--- src/logic/morc_map.svh ---
// Offsets, codes, defaults and timing counts of the measurement output and retry settings.
// Assumes a single 125 MHz instrument clock; included by bare name wherever needed.
`ifndef MORC_MAP_SVH
`define MORC_MAP_SVH

// Clock period and the millisecond unit, both in nanoseconds.
`define MORC_CLK_PERIOD_NS 8
`define MORC_MS_NS         1000000
// Cycles in one millisecond; both delay settings are held in milliseconds.
`define MORC_MS_CYC        (`MORC_MS_NS / `MORC_CLK_PERIOD_NS)

// Setting selector codes carried by a host set or query command.
`define MORC_SEL_AUTO_SEND 3'h0
`define MORC_SEL_FORMAT    3'h1
`define MORC_SEL_SPC_EN    3'h2
`define MORC_SEL_SPC_DLY   3'h3
`define MORC_SEL_RETRY_EN  3'h4
`define MORC_SEL_RETRY_DLY 3'h5

// Value encodings: 1 means ON, or BINARY for the format setting.
`define MORC_VAL_ON        8'h01
`define MORC_VAL_OFF       8'h00

// Legal ranges in milliseconds (0.001 to 0.1 s and 0.001 to 0.05 s).
`define MORC_SPC_DLY_MIN   8'h01
`define MORC_SPC_DLY_MAX   8'h64
`define MORC_RETRY_DLY_MIN 8'h01
`define MORC_RETRY_DLY_MAX 8'h32

// Defaults restored by reset and by the system reset command.
`define MORC_DEF_AUTO_SEND 1'b0
`define MORC_DEF_BINARY    1'b0
`define MORC_DEF_SPC_EN    1'b0
`define MORC_DEF_SPC_DLY   8'h0A
`define MORC_DEF_RETRY_EN  1'b0
`define MORC_DEF_RETRY_DLY 8'h0A

// Depth of the result buffer in front of the transmitters.
`define MORC_BUF_DEPTH     2

`endif

--- src/logic/morc_pkg.sv ---
// Types shared by the measurement output and retry settings block.
// Assumes the constants of morc_map.svh; holds types only.
package morc_pkg;

  // Host set or query command: which setting and the encoded value.
  typedef struct packed {
    logic [2:0] sel;
    logic [7:0] value;
  } morc_cmd_t;

  // One finished measurement from the analog front end.
  typedef struct packed {
    logic [31:0] data;
    logic        fault;
  } morc_result_t;

  // One word handed to a transmitter.
  typedef struct packed {
    logic [31:0] data;
    logic        fault;
    logic        binary;
    logic        delim;
    logic        to_gpib;
  } morc_txword_t;

  // Delay timer phases.
  typedef enum logic [0:0] {
    MORC_T_IDLE,
    MORC_T_RUN
  } morc_tstate_t;

  // A millisecond delay timer.
  typedef struct packed {
    morc_tstate_t st;
    logic [19:0]  cyc;
    logic [7:0]   ms;
  } morc_timer_t;

  // Every flip-flop of the block.
  typedef struct packed {
    logic              auto_send;
    logic              binary;
    logic              spc_en;
    logic [7:0]        spc_dly;
    logic              retry_en;
    logic [7:0]        retry_dly;
    logic [2:0]        trigger_input_signal_sync;
    morc_result_t      last;
    logic              have_last;
    logic              retried;
    morc_timer_t       spc_tmr;
    morc_timer_t       retry_tmr;
    morc_txword_t [1:0] buf_q;
    logic [1:0]        cnt;
    logic              out_valid;
    logic              in_ready;
    logic              spc_start;
    logic              meas_restart;
    logic              nvm_save;
    logic              save_pend;
    logic              cmd_error;
    logic              query_valid;
    logic [7:0]        query_data;
  } morc_state_t;

endpackage
--- src/logic/morc_core.sv ---
// Settings for result output, shorted-probe check and retry, with a result buffer.
// Assumes measurement, trigger source and host command logic share mclk; the trigger
// pin is asynchronous and is synchronised here.
//
// Summary of operation
// - Auto send each externally triggered result.
// - Internal trigger: send on each trigger pulse.
// - Auto send off: results only when fetched.
// - Auto send drives serial port only.
// - Host-selected ASCII or binary format, readable.
// - Binary format omits the message delimiter.
// - Shorted-probe check enable, ON/OFF, readable.
// - Shorted-probe delay 1 to 100 ms.
// - Probe check starts after delay from end.
// - Retry enable, ON/OFF, readable.
// - Retry interval 1 to 50 ms.
// - System reset restores defaults, keeps comms/clock.
// - Save settings to non-volatile store afterward.
`timescale 1ns/100ps
`include "morc_map.svh"

module morc_core #(
  parameter int unsigned CYC_PER_MS = `MORC_MS_CYC  // Cycles per millisecond.
) (
  input  wire logic                   mclk,             // Instrument clock.
  input  wire logic                   rst_n,            // Asynchronous reset.
  input  wire logic                   clk_en,           // Freezes all state while low.
  input  wire logic                   cmd_set,          // Host set command strobe.
  input  wire logic                   cmd_query,        // Host query command strobe.
  input  wire morc_pkg::morc_cmd_t    cmd,              // Selector and value.
  input  wire logic                   sys_reset_cmd,    // System reset command strobe.
  input  wire logic                   trigger_input_signal_internal,    // Trigger source is internal.
  input  wire logic                   trigger_input_signal, // External trigger pin.
  input  wire logic                   meas_done,        // Measurement finished strobe.
  input  wire morc_pkg::morc_result_t meas_result,      // Its value and fault flag.
  input  wire logic                   host_fetch,       // Host asks for last result.
  input  wire logic                   host_fetch_gpib,  // That fetch came over GP-IB.
  input  wire logic                   tx_ready,         // Transmitter takes a word.
  output logic                        tx_valid,         // Word on tx_word is valid.
  output morc_pkg::morc_txword_t      tx_word,          // Head of the result buffer.
  output logic                        in_ready,         // Buffer can take a result.
  output logic                        auto_send_en,     // Auto send setting.
  output logic                        shorted_probe_check_enable, // Probe check on.
  output logic [7:0]                  shorted_probe_check_delay,  // Delay in ms.
  output logic                        probe_check_start, // Start probe check pulse.
  output logic                        meas_restart,     // Repeat measurement pulse.
  output logic                        nvm_save,         // Store settings pulse.
  output logic                        cmd_error,        // Rejected set or query command pulse.
  output logic                        query_valid,      // Query answer pulse.
  output logic [7:0]                  query_data        // Query answer.
);

  morc_pkg::morc_state_t s_q;  // Registered state.
  morc_pkg::morc_state_t s_d;  // Next state.

  // Loads a timer with a delay in milliseconds.
  function automatic morc_pkg::morc_timer_t tmr_start(input logic [7:0] ms);
    morc_pkg::morc_timer_t t;
    t.st  = morc_pkg::MORC_T_RUN;
    t.cyc = 20'h00000;
    t.ms  = ms;
    return t;
  endfunction

  // Advances a timer by one cycle; fire is high in the cycle it expires.
  function automatic morc_pkg::morc_timer_t tmr_step(input morc_pkg::morc_timer_t t,
                                                     output logic fire);
    morc_pkg::morc_timer_t n;
    n    = t;
    fire = 1'b0;
    case (t.st)
      // An idle timer keeps its value until it is loaded again.
      morc_pkg::MORC_T_IDLE: begin
        n = t;
      end
      // Count cycles up to a millisecond, then count the milliseconds down.
      morc_pkg::MORC_T_RUN: begin
        if (t.cyc == 20'(CYC_PER_MS - 1)) begin
          n.cyc = 20'h00000;
          // The last millisecond has run out: fire once and stop.
          if (t.ms <= 8'h01) begin
            n.ms  = 8'h00;
            n.st  = morc_pkg::MORC_T_IDLE;
            fire  = 1'b1;
          end else begin
            n.ms = t.ms - 8'h01;
          end
        end else begin
          n.cyc = t.cyc + 20'h00001;
        end
      end
      // A corrupt phase falls back to idle rather than running away.
      default: begin
        n.st = morc_pkg::MORC_T_IDLE;
      end
    endcase
    return n;
  endfunction

  // Builds a transmit word in the current format.
  function automatic morc_pkg::morc_txword_t mk_word(input morc_pkg::morc_result_t r,
                                                    input logic bin, input logic gpib);
    morc_pkg::morc_txword_t w;
    w.data    = r.data;
    w.fault   = r.fault;
    w.binary  = bin;
    w.delim   = ~bin;
    w.to_gpib = gpib;
    return w;
  endfunction

  // Next-state logic for settings, timers, result buffer and query answers.
  always_comb begin
    // Locals of the next-state logic, each given a value before any use.
    logic                   trigger_input_signal_edge;
    logic                   report;
    logic                   push;
    logic                   pop;
    logic                   spc_fire;
    logic                   retry_fire;
    morc_pkg::morc_txword_t word;
    trigger_input_signal_edge  = 1'b0;
    report     = 1'b0;
    push       = 1'b0;
    pop        = 1'b0;
    spc_fire   = 1'b0;
    retry_fire = 1'b0;
    word       = '0;
    s_d        = s_q;

    // Strobes last one cycle.
    s_d.spc_start    = 1'b0;
    s_d.meas_restart = 1'b0;
    s_d.nvm_save     = 1'b0;
    s_d.cmd_error    = 1'b0;
    s_d.query_valid  = 1'b0;

    // Trigger pin synchroniser; only the later stages feed the edge detector.
    s_d.trigger_input_signal_sync = {s_q.trigger_input_signal_sync[1:0], trigger_input_signal};
    trigger_input_signal_edge     = s_q.trigger_input_signal_sync[1] & ~s_q.trigger_input_signal_sync[2];
    // The first stage may be metastable, so it feeds nothing but the second.

    // Host set commands; out-of-range delays are refused and flagged.
    if (cmd_set) begin
      case (cmd.sel)
        `MORC_SEL_AUTO_SEND: s_d.auto_send = (cmd.value == `MORC_VAL_ON);
        `MORC_SEL_FORMAT:    s_d.binary    = (cmd.value == `MORC_VAL_ON);
        `MORC_SEL_SPC_EN:    s_d.spc_en    = (cmd.value == `MORC_VAL_ON);
        `MORC_SEL_RETRY_EN:  s_d.retry_en  = (cmd.value == `MORC_VAL_ON);
        // Delays outside the legal range are refused, never clamped, so the host sees it.
        `MORC_SEL_SPC_DLY: begin
          if (cmd.value >= `MORC_SPC_DLY_MIN && cmd.value <= `MORC_SPC_DLY_MAX) begin
            s_d.spc_dly = cmd.value;
          end else begin
            s_d.cmd_error = 1'b1;
          end
        end
        // Same range check for the retry interval, with its own upper bound.
        `MORC_SEL_RETRY_DLY: begin
          if (cmd.value >= `MORC_RETRY_DLY_MIN && cmd.value <= `MORC_RETRY_DLY_MAX) begin
            s_d.retry_dly = cmd.value;
          end else begin
            s_d.cmd_error = 1'b1;
          end
        end
        default: s_d.cmd_error = 1'b1;
      endcase
    end

    // Enable values other than 0 or 1 are errors, but still read as OFF.
    if (cmd_set && cmd.value > `MORC_VAL_ON && cmd.sel != `MORC_SEL_SPC_DLY &&
        cmd.sel != `MORC_SEL_RETRY_DLY) begin
      s_d.cmd_error = 1'b1;
    end

    // Query answers show the value in effect, in the set encoding.
    // A query and a set in one cycle answer with the value before the set.
    if (cmd_query) begin
      s_d.query_valid = 1'b1;
      case (cmd.sel)
        `MORC_SEL_AUTO_SEND: s_d.query_data = {7'h00, s_q.auto_send};
        `MORC_SEL_FORMAT:    s_d.query_data = {7'h00, s_q.binary};
        `MORC_SEL_SPC_EN:    s_d.query_data = {7'h00, s_q.spc_en};
        `MORC_SEL_SPC_DLY:   s_d.query_data = s_q.spc_dly;
        `MORC_SEL_RETRY_EN:  s_d.query_data = {7'h00, s_q.retry_en};
        `MORC_SEL_RETRY_DLY: s_d.query_data = s_q.retry_dly;
        default: begin
          s_d.query_data = 8'h00;
          s_d.cmd_error  = 1'b1;
        end
      endcase
    end

    // Timers run every cycle.
    s_d.spc_tmr   = tmr_step(s_q.spc_tmr, spc_fire);
    s_d.retry_tmr = tmr_step(s_q.retry_tmr, retry_fire);
    // A firing timer becomes a one-cycle pulse on the matching output.
    if (spc_fire) begin
      s_d.spc_start = 1'b1;
    end
    if (retry_fire) begin
      s_d.meas_restart = 1'b1;
      s_d.retried      = 1'b1;
    end

    // A finished measurement: a first fault is held back for one retry.
    if (meas_done) begin
      if (meas_result.fault && s_q.retry_en && !s_q.retried) begin
        s_d.retry_tmr = tmr_start(s_q.retry_dly);
      end else begin
        // Any other result is reported and frees the retry for the next fault.
        report        = 1'b1;
        s_d.retried   = 1'b0;
        s_d.last      = meas_result;
        s_d.have_last = 1'b1;
      end
      // Each new result restarts the probe check delay, so only the latest counts.
      if (s_q.spc_en) begin
        s_d.spc_tmr = tmr_start(s_q.spc_dly);
      end
    end

    // Pick at most one word to push; automatic output goes to the serial port only.
    // Priority is measurement, then trigger, then fetch; a losing request is lost.
    // A host fetch may go to either port, since it is not automatic output.
    if (s_q.auto_send && report && !trigger_input_signal_internal) begin
      push = 1'b1;
      word = mk_word(meas_result, s_q.binary, 1'b0);
    end else if (s_q.auto_send && trigger_input_signal_internal && trigger_input_signal_edge && s_q.have_last) begin
      push = 1'b1;
      word = mk_word(s_q.last, s_q.binary, 1'b0);
    end else if (host_fetch && s_q.have_last) begin
      push = 1'b1;
      word = mk_word(s_q.last, s_q.binary, host_fetch_gpib);
    end

    // Two-entry buffer; a push while full is dropped, which in_ready warns of.
    // The head is popped first, so a push in the same cycle lands behind it.
    pop = s_q.out_valid && tx_ready;
    if (pop) begin
      s_d.buf_q[0] = s_q.buf_q[1];
    end
    if (push && s_q.in_ready) begin
      if (s_q.cnt == 2'h0 || (s_q.cnt == 2'h1 && pop)) begin
        s_d.buf_q[0] = word;
      end else begin
        s_d.buf_q[1] = word;
      end
    end
    // Flags follow the new count so that both outputs come from flip-flops.
    s_d.cnt = s_q.cnt + 2'(push && s_q.in_ready) - 2'(pop);
    s_d.out_valid = (s_d.cnt != 2'h0);
    s_d.in_ready  = (s_d.cnt < 2'(`MORC_BUF_DEPTH));

    // System reset: defaults back, then a save request one cycle later.
    // Communication and clock settings live elsewhere, so nothing here keeps them.
    if (sys_reset_cmd) begin
      s_d.auto_send = `MORC_DEF_AUTO_SEND;
      s_d.binary    = `MORC_DEF_BINARY;
      s_d.spc_en    = `MORC_DEF_SPC_EN;
      s_d.spc_dly   = `MORC_DEF_SPC_DLY;
      s_d.retry_en  = `MORC_DEF_RETRY_EN;
      s_d.retry_dly = `MORC_DEF_RETRY_DLY;
      s_d.save_pend = 1'b1;
    end else if (s_q.save_pend) begin
      s_d.save_pend = 1'b0;
      s_d.nvm_save  = 1'b1;
    end
  end

  // State register; the clock enable freezes everything, strobes included.
  always_ff @(posedge mclk or negedge rst_n) begin
    if (!rst_n) begin
      // Settings start at their defaults; the empty buffer has room.
      s_q           <= '0;
      s_q.auto_send <= `MORC_DEF_AUTO_SEND;
      s_q.binary    <= `MORC_DEF_BINARY;
      s_q.spc_en    <= `MORC_DEF_SPC_EN;
      s_q.spc_dly   <= `MORC_DEF_SPC_DLY;
      s_q.retry_en  <= `MORC_DEF_RETRY_EN;
      s_q.retry_dly <= `MORC_DEF_RETRY_DLY;
      s_q.in_ready  <= 1'b1;
    end else if (clk_en) begin
      // A low enable holds every bit, so a pending pulse simply waits.
      s_q <= s_d;
    end
  end

  // Every output is a flip-flop of the state.
  assign tx_valid                   = s_q.out_valid;
  assign tx_word                    = s_q.buf_q[0];
  assign in_ready                   = s_q.in_ready;
  assign auto_send_en               = s_q.auto_send;
  assign shorted_probe_check_enable = s_q.spc_en;
  assign shorted_probe_check_delay  = s_q.spc_dly;
  assign probe_check_start          = s_q.spc_start;
  assign meas_restart               = s_q.meas_restart;
  assign nvm_save                   = s_q.nvm_save;
  assign cmd_error                  = s_q.cmd_error;
  assign query_valid                = s_q.query_valid;
  assign query_data                 = s_q.query_data;

endmodule // morc_core

--- config.mk ---
export PLATFORM = sky130hd
export DESIGN_NAME = morc_core
export DESIGN_NICKNAME = d
export VERILOG_FILES = /design/src/logic/morc_pkg.sv /design/src/logic/morc_core.sv
export VERILOG_INCLUDE_DIRS = /design/src /design/src/logic
export SDC_FILE = /design/constraint.sdc
export NUM_CORES = 1
export LEC_CHECK = 0
export BUFFER_PORTS_ARGS = -buffer_cell sky130_fd_sc_hd__buf_2
export CAP_MARGIN = 30
export CORE_ASPECT_RATIO = 1.4
export CORE_MARGIN = 4
export CORE_UTILIZATION = 53
export DETAILED_ROUTE_END_ITERATION = 8
export GPL_ROUTABILITY_DRIVEN = 0
export GPL_TIMING_DRIVEN = 1
export PLACE_DENSITY = 0.88
export SYNTH_ARGS = -nofsm -noshare
export SYNTH_HDL_FRONTEND = slang
export SYNTH_SLANG_ARGS = --single-unit
--- constraint.sdc ---
create_clock -name mclk -period 2.8 [get_ports mclk]
set_clock_uncertainty 0.15 [all_clocks]
set_input_delay 0.14 -clock mclk [delete_from_list [all_inputs] [get_ports mclk]]
set_output_delay 0.14 -clock mclk [all_outputs]
set_load 0.01 [all_outputs]
Word level (Yosys, flattened, before mapping)
Cells that the tools add are included.

cells by class
  $add $sub $neg = 6
  magnitude comparators = 7
  equality and inequality tests = 11
  multiplexer cells = 57
  bitwise gates (word level) = 7
  reduce and logical (&&, ||, !) cells = 42

operators by type and width
  operator                                                        number
  two-way mux 36 bit                                              6
  case mux 29 bit (2 select lines)                                2
  two-way mux 20 bit                                              4
  two-way mux 8 bit                                               8
  two-way mux 59 bit                                              1
  two-way mux 29 bit                                              2
  case mux 8 bit (6 select lines)                                 1
  adder 20 x 1 -> 20 bit, second input constant                   2
  == test 20 x 17 -> 1 bit, second input constant                 2
  two-way mux 1 bit                                               30
  nonzero test 2 bit                                              10
  AND reduction 3 bit                                             6
  less-or-equal comparator 8 x 1 -> 1 bit, second input constant  2
  logical AND 1 bit                                               16
  subtractor 8 x 1 -> 8 bit, second input constant                2
  two-way mux 10 bit                                              1
  == test 8 x 1 -> 1 bit, second input constant                   1
  >= comparator 8 x 1 -> 1 bit, second input constant             1
  greater-than comparator 8 x 1 -> 1 bit, second input constant   1
  less-or-equal comparator 8 x 6 -> 1 bit, second input constant  1
  less-or-equal comparator 8 x 7 -> 1 bit, second input constant  1
  AND reduction 4 bit                                             2
  == test 3 x 2 -> 1 bit, second input constant                   2
  == test 3 bit, second input constant                            2
  other kinds (18)                                                24

storage, ports and cells
  register bits = 206
  bits of input ports = 56
  output and inout port bits = 61

Longest topological paths before layout
Gate-level depths: netlist of run 1.

  depth after elaboration = 11
  mapped depth = 13
  gate-level depth less buffers = 10

Worst setup path before layout of run 1
Ideal clock, no wire load.

  path type = register to register
  from = reg s_q[194] (netlist name)
  to = reg s_q (netlist bit tx_valid)
  library setup time = 0.077 ns
  arrival = 2.397 ns
  data required time = 2.573 ns
  slack = 0.176 ns
  stages on the path, launching flop included = 14
  period minus slack after synthesis = 2.624 ns
  path through = dfrtp_1 -> and3b_1 -> buf_2 -> nor3_4 -> buf_6 -> buf_2 -> o21ai_0 -> ha_1 -> inv_1 -> ha_1 -> xor2_1 -> xor2_1 -> nor2_1 -> a21oi_1

between the ends
  longest elaborated chain between the ends = 11

RTL lines
  what                             line              source
  from (decl)                      morc_core.sv:53   morc_pkg::morc_state_t s_q;
  logical AND 1 bit (2 in series)  morc_core.sv:208  if (meas_result.fault && s_q.retry_en && !s_q.retried) begin
  two-way mux 1 bit                morc_core.sv:208
  two-way mux 1 bit                morc_core.sv:207  if (meas_done) begin
  logical AND 1 bit (2 in series)  morc_core.sv:226  if (s_q.auto_send && report && !trigger_input_signal_internal) begin
  two-way mux 1 bit                morc_core.sv:226
  logical AND 1 bit                morc_core.sv:251  s_d.cnt = s_q.cnt + 2'(push && s_q.in_ready) - 2'(pop);
  adder 2 x 1 -> 2 bit             morc_core.sv:251
  subtractor 2 x 1 -> 2 bit        morc_core.sv:251
  nonzero test 2 bit               morc_core.sv:252  s_d.out_valid = (s_d.cnt != 2'h0);

No other way between the ends.
A chain may end at the register's enable or synchronous reset.

Worst setup path after layout of run 1
  from = in cmd[10] (netlist name)
  to = reg s_q[190] (netlist name)

between the ends
  longest elaborated chain between the ends = 3

RTL lines
  what                                  line              source
  from (decl)                           morc_core.sv:30   input wire morc_pkg::morc_cmd_t cmd,
  == test 3 bit                         morc_core.sv:145  case (cmd.sel)
  nonzero test 2 bit (no source line)   -
  AND reduction 4 bit (no source line)  -

No other way between the ends.

==> results.ini, run 1 <==
[worst_setup_path]
max_stage_delay_ns=0.55
crit_type=input pin to flip-flop
crit_required_ns=3.09
crit_path_end_kind=flip-flop
path_buf_inv=4
r2r_setup_slack_ns=0.23
cpLargestDelayFamily=buffers and inverters
slowest_stage=dlygate4sd3_1
cp_max_fo=10
cp_common_cell=dlygate4sd3_1
worstPathCellList=dlygate4sd3_1 -> buf_2 -> nor2b_1 -> buf_4 -> nand3_2 -> or3_1 -> nor3_1 -> a22o_1 -> dlygate4sd3_1
crit_arrival_ns=2.93
cp-start-kind=input pin

[cts]
cts_setup_buffers=0
cts_resized=0
clock-sinks=206
cts_tree=done
ctsHoldBuffers=57
cts.path.max_buffers=3
clock_latency_ns=0.50
h-tree-depth=1
cts_buffers=22
cts.clk_slew.worst_paths_ns=0.06
clockRootBuffer=clkbuf_16

[status]
status=complete, no violations

[route]
first_pass_iters=6
drt_iter0_markers=938
drc=0
viasPerCell=5.91
drt_wl_total_um=24600
ant_nets=0
via_count=8183
wl_per_cell_um=17.8

[global_routing]
antenna_found_initial=0
grt_pass1_vias=8368
track_usage=0.223
grt-ovfl-total=0
grt_pass1_wl_um=41600
grt_max_degree=73

[layout]
final_cell_mix=dfrtp_1, buf_2, nor2_1, nand2_1, dlygate4sd3_1
synthToLayoutAreaGrowth_pct=16.8
drive_gt1_frac=0.246
seqCellArea_um2=5160
multi_input_area_um2=4550
nFillCells=1442
final_common_cell=dfrtp_1
antenna_cells=0
finalNetCount=1186
final_area_um2=12200

[die]
core_area_um2=19300
fp.dieW_um=127
ios=117
die_area_um2=22100
fp.dieH_um=174
row_count=60
start_util=0.542

[sta]
max_freq_mhz=378
hold_viol=0
finalSetupViolCount=0
relSlewSlack=0.601
final.period_utilization=0.944
finalMaxSlewViolations=0
worst_pin_slew_ns=0.598
rsz0062_at_grt=no
final.setup.tns_ns=0
period_minus_slack_ns=2.64

[placement]
dpl_cell_area_um2=10900
dpl.hpwl_um=16500
numPortBuffers=116

[yosys]
synth_top_cell_by_area=dfrtp_1
synth_top_area_frac=0.481
synth_flop_cell=dfrtp_1
ys_warn_count=0
seq_area_frac_synth=0.494
synth_seq_cells=206
netlist_instances=1004
synth-edff-count=0
netlist_area_um2=10500
ys_async_sr_fraction=1.00
synthTopCellsByArea=dfrtp_1, buf_4, mux2_2
synthesis.nets=1068
syn_area_per_cell_um2=10.4
netlist-cell-type-count=80

[power_and_ir_drop]
leakagePower_nw=5.19
p_per_area_nw_per_um2=716
vdd_drop_max_uv=415
p_total_w=0.00874

[run]
max-cap-violations=0

[min_path]
hp-class=input pin to flip-flop

==> Yosys cell counts, types with 13 or more instances <==
cell / number
inv_1: 20
a21oi_1: 45
buf_4: 60
nand3_1: 36
nor2_1: 108
xnor2_1: 17
buf_2: 23
nand2_1: 102
mux2i_1: 37
clkbuf_1: 13
dfrtp_1: 201
nor3_1: 17
o21ai_0: 33
xor2_1: 23
nand4_1: 25
mux2_2: 38
o221a_2: 35
==> layer usage <==
metal,up-vias,share of wire,GRT usage
met5,-,0,0
met4,0,0.024,0.0631
met3,69,0.068,0.0350
met2,319,0.51,0.394
met1,3997,0.39,0.282
li1,3798,-,-
==> cells by family after synthesis <==
group	share of synthesized area
flip-flops	0.494
AO/OA/AOI/OAI	0.132
buffers and inverters	0.0724
adder cells (fa/ha/maj)	0.00957
AND/OR/NAND/NOR	0.183
multiplexers	0.0763
XOR/XNOR	0.0335
==> area by class of cell <==
cell class                      instances  share of cell area
Sequential cell                       206               0.423
Multi-Input combinational cell        674               0.372
Timing Repair Buffer                  197               0.114
Clock buffer                           37              0.0563
Tap cell                              248              0.0254
Inverter                               21             0.00645
Clock inverter                          2             0.00338
==> registers in the layout, indices dropped and copies added (netlist names) <==
register / count
probe_check_start: 1
tx_valid: 1
meas_restart: 1
nvm_save: 1
shorted_probe_check_enable: 1
s_d: 2
cmd_error: 1
auto_send_en: 1
shorted_probe_check_delay: 8
query_data: 8
s_q: 143
query_valid: 1
in_ready: 1
tx_word: 36
==> stage by stage <==
step	hold WS, ns	util	setup slack (ns)	instances
finish	0.0231	0.633	0.158	1385
global route	0.0617	0.633	0.0516	1385
CTS	0.0132	0.633	0.240	1385
detailed placement	0.0463	0.566	0.307	1289
global placement	0.0420	0.566	0.378	1289
floorplan	-0.306	-	0.176	1004
==> power breakdown <==
| part | internal, W | switching (W) |
|---|---|---|
| combinational | 0.000901 | 0.000939 |
| sequential | 0.00360 | 0.000386 |
| clock | 0.00176 | 0.00115 |
==> worst paths after layout <==
kind / start / endpoint / depth (start not counted)
setup / recovery: cmd[10] / s_q[190] / 9
hold / removal: trigger_input_signal_internal / s_q[54] / 4
setup reg to reg: s_q[194] / s_q[74] / 7
hold reg to reg: query_data[7] / query_data[7] / 2
max in group asynchronous: rst_n / in_ready / 3
min in group asynchronous: rst_n / shorted_probe_check_delay[4] / 2
==> worst reg2reg max path, cell delays in order, from the launching register on <==
cell	delay [ns]
dfrtp_1	0.41
and3b_1	0.30
nor3_4	0.22
buf_4	0.42
o211a_2	0.45
buf_12	0.25
nor2_1	0.10
a21oi_1	0.18
No activity file was read; power rests on OpenSTA's default activity.
==> inputs of run 2 (changes only) <==
--- a/config.mk
+++ b/config.mk
@@ -9,7 +9,6 @@
 export BUFFER_PORTS_ARGS = -buffer_cell sky130_fd_sc_hd__buf_2
 export CAP_MARGIN = 30
 export CORE_ASPECT_RATIO = 1.4
-export CORE_MARGIN = 4
 export CORE_UTILIZATION = 53
 export DETAILED_ROUTE_END_ITERATION = 8
 export GPL_ROUTABILITY_DRIVEN = 0
==> run 2 against run 1 <==
Sequential power hardly changed. First-iteration DRC count is 19% lower. Critical path depth stayed put.
==> results.ini, run 2 (same netlist as run 1, synthesis figures left out) <==
[status]
status=complete, no violations

[placement]
dpl_cell_area_um2=10900
numPortBuffers=116
dpl.hpwl_um=16300

[cts]
cts_resized=0
cts_tree=done
cts.path.max_buffers=3
clock-sinks=206
h-tree-depth=1
clock_latency_ns=0.49
cts.clk_slew.worst_paths_ns=0.06
cts_buffers=21
cts_setup_buffers=0
clockRootBuffer=clkbuf_16

[sta]
finalSetupViolCount=0
final.period_utilization=0.912
max_freq_mhz=392
period_minus_slack_ns=2.55
rsz0062_at_grt=no
hold_viol=0
holdWs_ns=0.0210
final.setup.tns_ns=0
finalMaxSlewViolations=0
worst_pin_slew_ns=0.736
relSlewSlack=0.510

[route]
drt_iter0_markers=760
ant_nets=0
viasPerCell=6.01
wl_per_cell_um=17.9
drt_wl_total_um=24700
first_pass_iters=5
via_count=8306
drc=0

[worst_setup_path]
rr_startpoint=auto_send_en
r2r_setup_slack_ns=0.26
cp-start-kind=input pin
r2r_end=tx_valid
r2r_cells=10
crit_required_ns=3.06
crit_type=input pin to flip-flop
crit_path_end_kind=flip-flop
cp_max_fo=10
crit_arrival_ns=2.82

[power_and_ir_drop]
p_per_area_nw_per_um2=712
vdd_drop_max_uv=535
leakagePower_nw=5.18

[min_path]
hp-class=input pin to flip-flop
hp-start=cmd[8]
hold_path_end=query_data[4]
hold_path_depth=3

[global_routing]
grt_max_degree=89
track_usage=0.247
antenna_found_initial=0
grt-ovfl-total=0
grt_pass1_vias=8354
grt_pass1_wl_um=40800

[die]
fp.dieW_um=121
fp.dieH_um=168
core_area_um2=19300
ios=117
die_area_um2=20300
row_count=60
start_util=0.542

[layout]
final_common_cell=dfrtp_1
drive_gt1_frac=0.251
top_register=s_q
nFillCells=1441
antenna_cells=0
largest_reg_flops=143
synthToLayoutAreaGrowth_pct=16.6
final_cell_mix=dfrtp_1, buf_2, nor2_1, nand2_1, dlygate4sd3_1
finalNetCount=1184
final_area_um2=12200

[run]
max-cap-violations=0

[run 2: cell types whose count changed in the layout (fill, tap and decap cells not counted)]
| cell | previous run | this run |
|---|---|---|
| clkinv_2 | 0 | 3 |
| inv_8 | 1 | 0 |
| clkbuf_8 | 7 | 5 |
| clkinvlp_4 | 0 | 2 |
| clkbuf_1 | 8 | 2 |
| bufinv_16 | 1 | 2 |
| clkbuf_16 | 23 | 21 |
| clkinv_4 | 0 | 3 |
| dlygate4sd3_1 | 57 | 55 |
| buf_12 | 4 | 5 |
[run 2: per-stage QoR]
stage               utilization  setup WS [ns]  std cells  total power (W)
finish                    0.632          0.247       1382          0.00868
global route              0.632          0.105       1382          0.00911
CTS                       0.632          0.254       1382          0.00872
detailed placement        0.567          0.341       1290          0.00581
global placement          0.567          0.434       1290          0.00569
floorplan                     -          0.176       1004          0.00543
[run 2: worst max path at each step]
stage / cells after the start / startpoint / endpoint / slack, ns
2_1_floorplan: 13 / s_q[194] / tx_valid / 0.18
3_3_place_gp: 7 / s_q[194] / tx_word[30] / 0.43
3_5_place_dp: 10 / auto_send_en / tx_valid / 0.34
4_1_cts: 10 / auto_send_en / tx_valid / 0.25
5_1_grt: 10 / auto_send_en / tx_valid / 0.11
6_report: 9 / cmd[10] / s_q[189] / 0.25
[run 2: layout make-up]
class                   instances  area (µm²)  area share
inverters                      21        78.8     0.00647
multi-input cells             674        4550       0.373
clock inverters                10         116     0.00955
repair buffers                196        1390       0.114
well taps                     248         310      0.0255
flip-flops and latches        206        5160       0.423
clock buffers                  27         588      0.0482
[run 2: worst max-delay path, stage by stage]
cell and delay, ns:
dlygate4sd3_1 0.52, buf_2 0.20, nor2b_1 0.15, buf_4 0.18, nand3_2 0.10, or3_1 0.42
or3_1 0.36, o32a_1 0.18, dlygate4sd3_1 0.56
[run 2: repair_timing]
action	in CTS	in global routing
endpoints found under the setup margin	0	0
hold buffers	55	0
hold endpoints to repair	207	0
[run 2: layer usage]
metal	routed length, µm	vias to the layer above	track usage	share of wire
met2	12900	292	0.446	0.52
met1	9870	4168	0.296	0.40
met3	1340	56	0.0393	0.054
li1	-	3790	-	-
met5	0	-	0	0
met4	627	0	0.0875	0.025
[run 2: power breakdown]
part           total, W  internal (W)  leakage [nW]  switching [W]
sequential      0.00399       0.00360          2.52       0.000388
combinational   0.00186      0.000904          2.32       0.000956
clock           0.00283       0.00168         0.343        0.00116
total           0.00868       0.00618          5.18        0.00250
==> inputs of run 3 (changes only) <==
--- a/config.mk
+++ b/config.mk
@@ -6,14 +6,17 @@
 export SDC_FILE = /design/constraint.sdc
 export NUM_CORES = 1
 export LEC_CHECK = 0
+export ABC_AREA = 1
 export BUFFER_PORTS_ARGS = -buffer_cell sky130_fd_sc_hd__buf_2
 export CAP_MARGIN = 30
 export CORE_ASPECT_RATIO = 1.4
-export CORE_UTILIZATION = 53
+export CORE_UTILIZATION = 54
 export DETAILED_ROUTE_END_ITERATION = 8
 export GPL_ROUTABILITY_DRIVEN = 0
 export GPL_TIMING_DRIVEN = 1
-export PLACE_DENSITY = 0.88
+export PLACE_DENSITY = 0.89
+export REMOVE_ABC_BUFFERS = 1
+export SETUP_SLACK_MARGIN = 0.3
 export SYNTH_ARGS = -nofsm -noshare
 export SYNTH_HDL_FRONTEND = slang
 export SYNTH_SLANG_ARGS = --single-unit
==> run 3 against run 2 <==
Via count up 26%. Utilization up 1.1 points. Sequential power up 5.5%. Clock power about the same. Non-clock buffer count down 7. Die area up 4.8%. Cell count up 35%. Wire length up 18%. Critical path type unchanged. Critical endpoint is now query_data[0]. Largest cell class unchanged. Largest power group unchanged.
==> results.ini, run 3 <==
[sta]
finalSetupViolCount=0
hold_viol=0
max_freq_mhz=410
worst_pin_slew_ns=0.745
finalMaxSlewViolations=0
final.setup.tns_ns=0
relSlewSlack=0.503
rsz0062_at_grt=no
period_minus_slack_ns=2.44
layout_setup_ws_ns=0.363
holdWs_ns=0.0353
final.period_utilization=0.870

[yosys]
synth_flop_cell=dfrtp_1
synth-edff-count=0
synth_top_area_frac=0.450
netlist_instances=1485
ys_warn_count=0
synth_seq_cells=206
synth.most_common_cell=nand2_1
seq_area_frac_synth=0.462
syn_area_per_cell_um2=7.52
synth_top_cell_by_area=dfrtp_1
netlist_top_cells_count=nand2_1, dfrtp_1, inv_1, nor2_1, o21ai_0
synthTopCellsByArea=dfrtp_1, nand2_1, inv_1
ys_async_sr_fraction=1.00
netlist-cell-type-count=44
netlist_area_um2=11200

[placement]
dp.cells=1761
dpl_cell_area_um2=11600
pre_cts_ws_ns=0.636
numPortBuffers=116
dpl.hpwl_um=18600

[global_routing]
grt-ovfl-total=0
grt_max_degree=78
antenna_found_initial=0
grt_pass1_vias=10300
track_usage=0.287
grt_pass1_wl_um=48800

[die]
ios=117
die_area_um2=21300
fp.dieW_um=124
core_area_um2=20100
row_count=61
start_util=0.557
fp.dieH_um=172

[layout]
largest_reg_flops=143
final-instance-count-excl-fill=1860
drive_gt1_frac=0.124
top_register=s_q
synthToLayoutAreaGrowth_pct=15.4
finalNetCount=1656
antenna_cells=0
final_cell_mix=nand2_1, dfrtp_1, inv_1, buf_2, nor2_1
final_common_cell=nand2_1
final_area_um2=12900

[worst_setup_path]
cp-start-kind=input pin
cpLargestDelayFamily=buffers and inverters
cp_common_cell=dlygate4sd3_1
max_stage_delay_ns=0.57
r2r_cells=9
worst-path-stages=6
path_buf_inv=3
slowest_stage=dlygate4sd3_1
crit_arrival_ns=2.68
crit_path_end_kind=flip-flop
cp_max_fo=19
r2r_end=tx_word[5]
crit_required_ns=3.04
crit_type=input pin to flip-flop
rr_startpoint=s_q[148]
worstPathCellList=dlygate4sd3_1 -> buf_2 -> nand2_1 -> a311oi_1 -> a21oi_1 -> dlygate4sd3_1
r2r_setup_slack_ns=0.55

[cts]
clock_latency_ns=0.51
ctsHoldBuffers=59
cts_resized=0
clock-sinks=206
cts.path.max_buffers=3
cts_buffers=22
cts.clk_slew.worst_paths_ns=0.06
clockRootBuffer=clkbuf_16
cts_tree=done
cts_setup_buffers=0
h-tree-depth=1

[power_and_ir_drop]
clkPwrFrac=0.299
leakagePower_nw=6.75
vdd_drop_max_uv=596
combinationalPowerShare=0.259
p_sw_w=0.00323
swShare=0.339
p_seq_frac=0.443
p_int_w=0.00629
p_per_area_nw_per_um2=738

[status]
status=complete, no violations

[route]
first_pass_iters=5
drt_iter0_markers=934
viasPerCell=5.60
wl_per_cell_um=15.7
ant_nets=0
via_count=10400
drc=0
drt_wl_total_um=29100

[min_path]
hp-class=input pin to async pin

[run]
max-cap-violations=0

==> run 3: cell types whose count changed in the layout (fill, tap and decap cells not counted), moves of 31 or more <==
| cell | change |
|---|---|
| inv_1 | +145 |
| mux2_2 | -31 |
| mux2i_1 | -35 |
| nand2_1 | +382 |
| nand3_1 | +50 |
| o21ai_0 | +72 |
| o221a_2 | -35 |
==> run 3: worst max path at each step <==
| stage | slack, ns | start | end |
|---|---|---|---|
| final | 0.36 | clk_en | query_data[0] |
| after CTS | 0.50 | clk_en | query_data[0] |
| after detailed placement | 0.64 | s_q[148] | tx_word[35] |
| after global routing | 0.37 | clk_en | query_data[0] |
| after floorplan | -0.68 | auto_send_en | s_q[54] |
| after global placement | 0.72 | s_q[148] | tx_word[11] |
==> run 3: kinds of logic (layout without fill, tap and decap cells) <==
group / count (synthesis) / after routing / synth area share
and+or+nand+nor: 765 / 765 / 0.287
buffers and inverters: 274 / 397 / 0.113
DFF: 206 / 206 / 0.462
AOI/OAI and AO/OA: 200 / 200 / 0.103
xor gates and xnor gates: 23 / 23 / 0.0180
muxes: 9 / 9 / 0.00885
adders and majority gates: 8 / 8 / 0.00896
==> run 3: area by class of cell <==
cell class              count  area (µm²)
clock buffers              35         671
clock inverters             5        28.8
fillers                  1573        7170
inverters                 168         631
multi-input cells        1005        4760
flip-flops and latches    206        5160
well taps                 252         315
repair buffers            189        1340
==> run 3: through the flow <==
| stage | total power (W) | utilization |
|---|---|---|
| 5_1_grt | 0.0101 | 0.643 |
| 4_1_cts | 0.00950 | 0.643 |
| 3_5_place_dp | 0.00659 | 0.578 |
| 6_report | 0.00952 | 0.643 |
| 2_1_floorplan | 0.00566 | - |
| 3_3_place_gp | 0.00647 | 0.578 |
==> run 3: worst register-to-register path: stages (launching register included) <==
cell and delay, ns:
dfrtp_1 0.39, inv_1 0.06, nand3_1 0.19, nand3_2 0.15, buf_4 0.42, inv_2 0.25, nand2_1 0.13, o21ai_0 0.12
o211ai_1 0.20, nand2_1 0.06
==> run 3: per-layer routing <==
| metal | wire length [µm] | GRT usage | vias to the layer above |
|---|---|---|---|
| li1 | - | - | 4914 |
| met4 | 1050 | 0.125 | 0 |
| met3 | 2320 | 0.0538 | 90 |
| met5 | 0 | 0 | - |
| met2 | 14900 | 0.508 | 498 |
| met1 | 10800 | 0.337 | 4923 |
==> run 3: power by group through the flow <==
stage                     Clock [W]  Combinational (W)  Sequential (W)
after global placement            0            0.00227         0.00420
final                       0.00284            0.00246         0.00421
after floorplan                   0            0.00144         0.00422
after detailed placement          0            0.00236         0.00422
after CTS                   0.00286            0.00245         0.00419
after global routing        0.00299            0.00279         0.00429
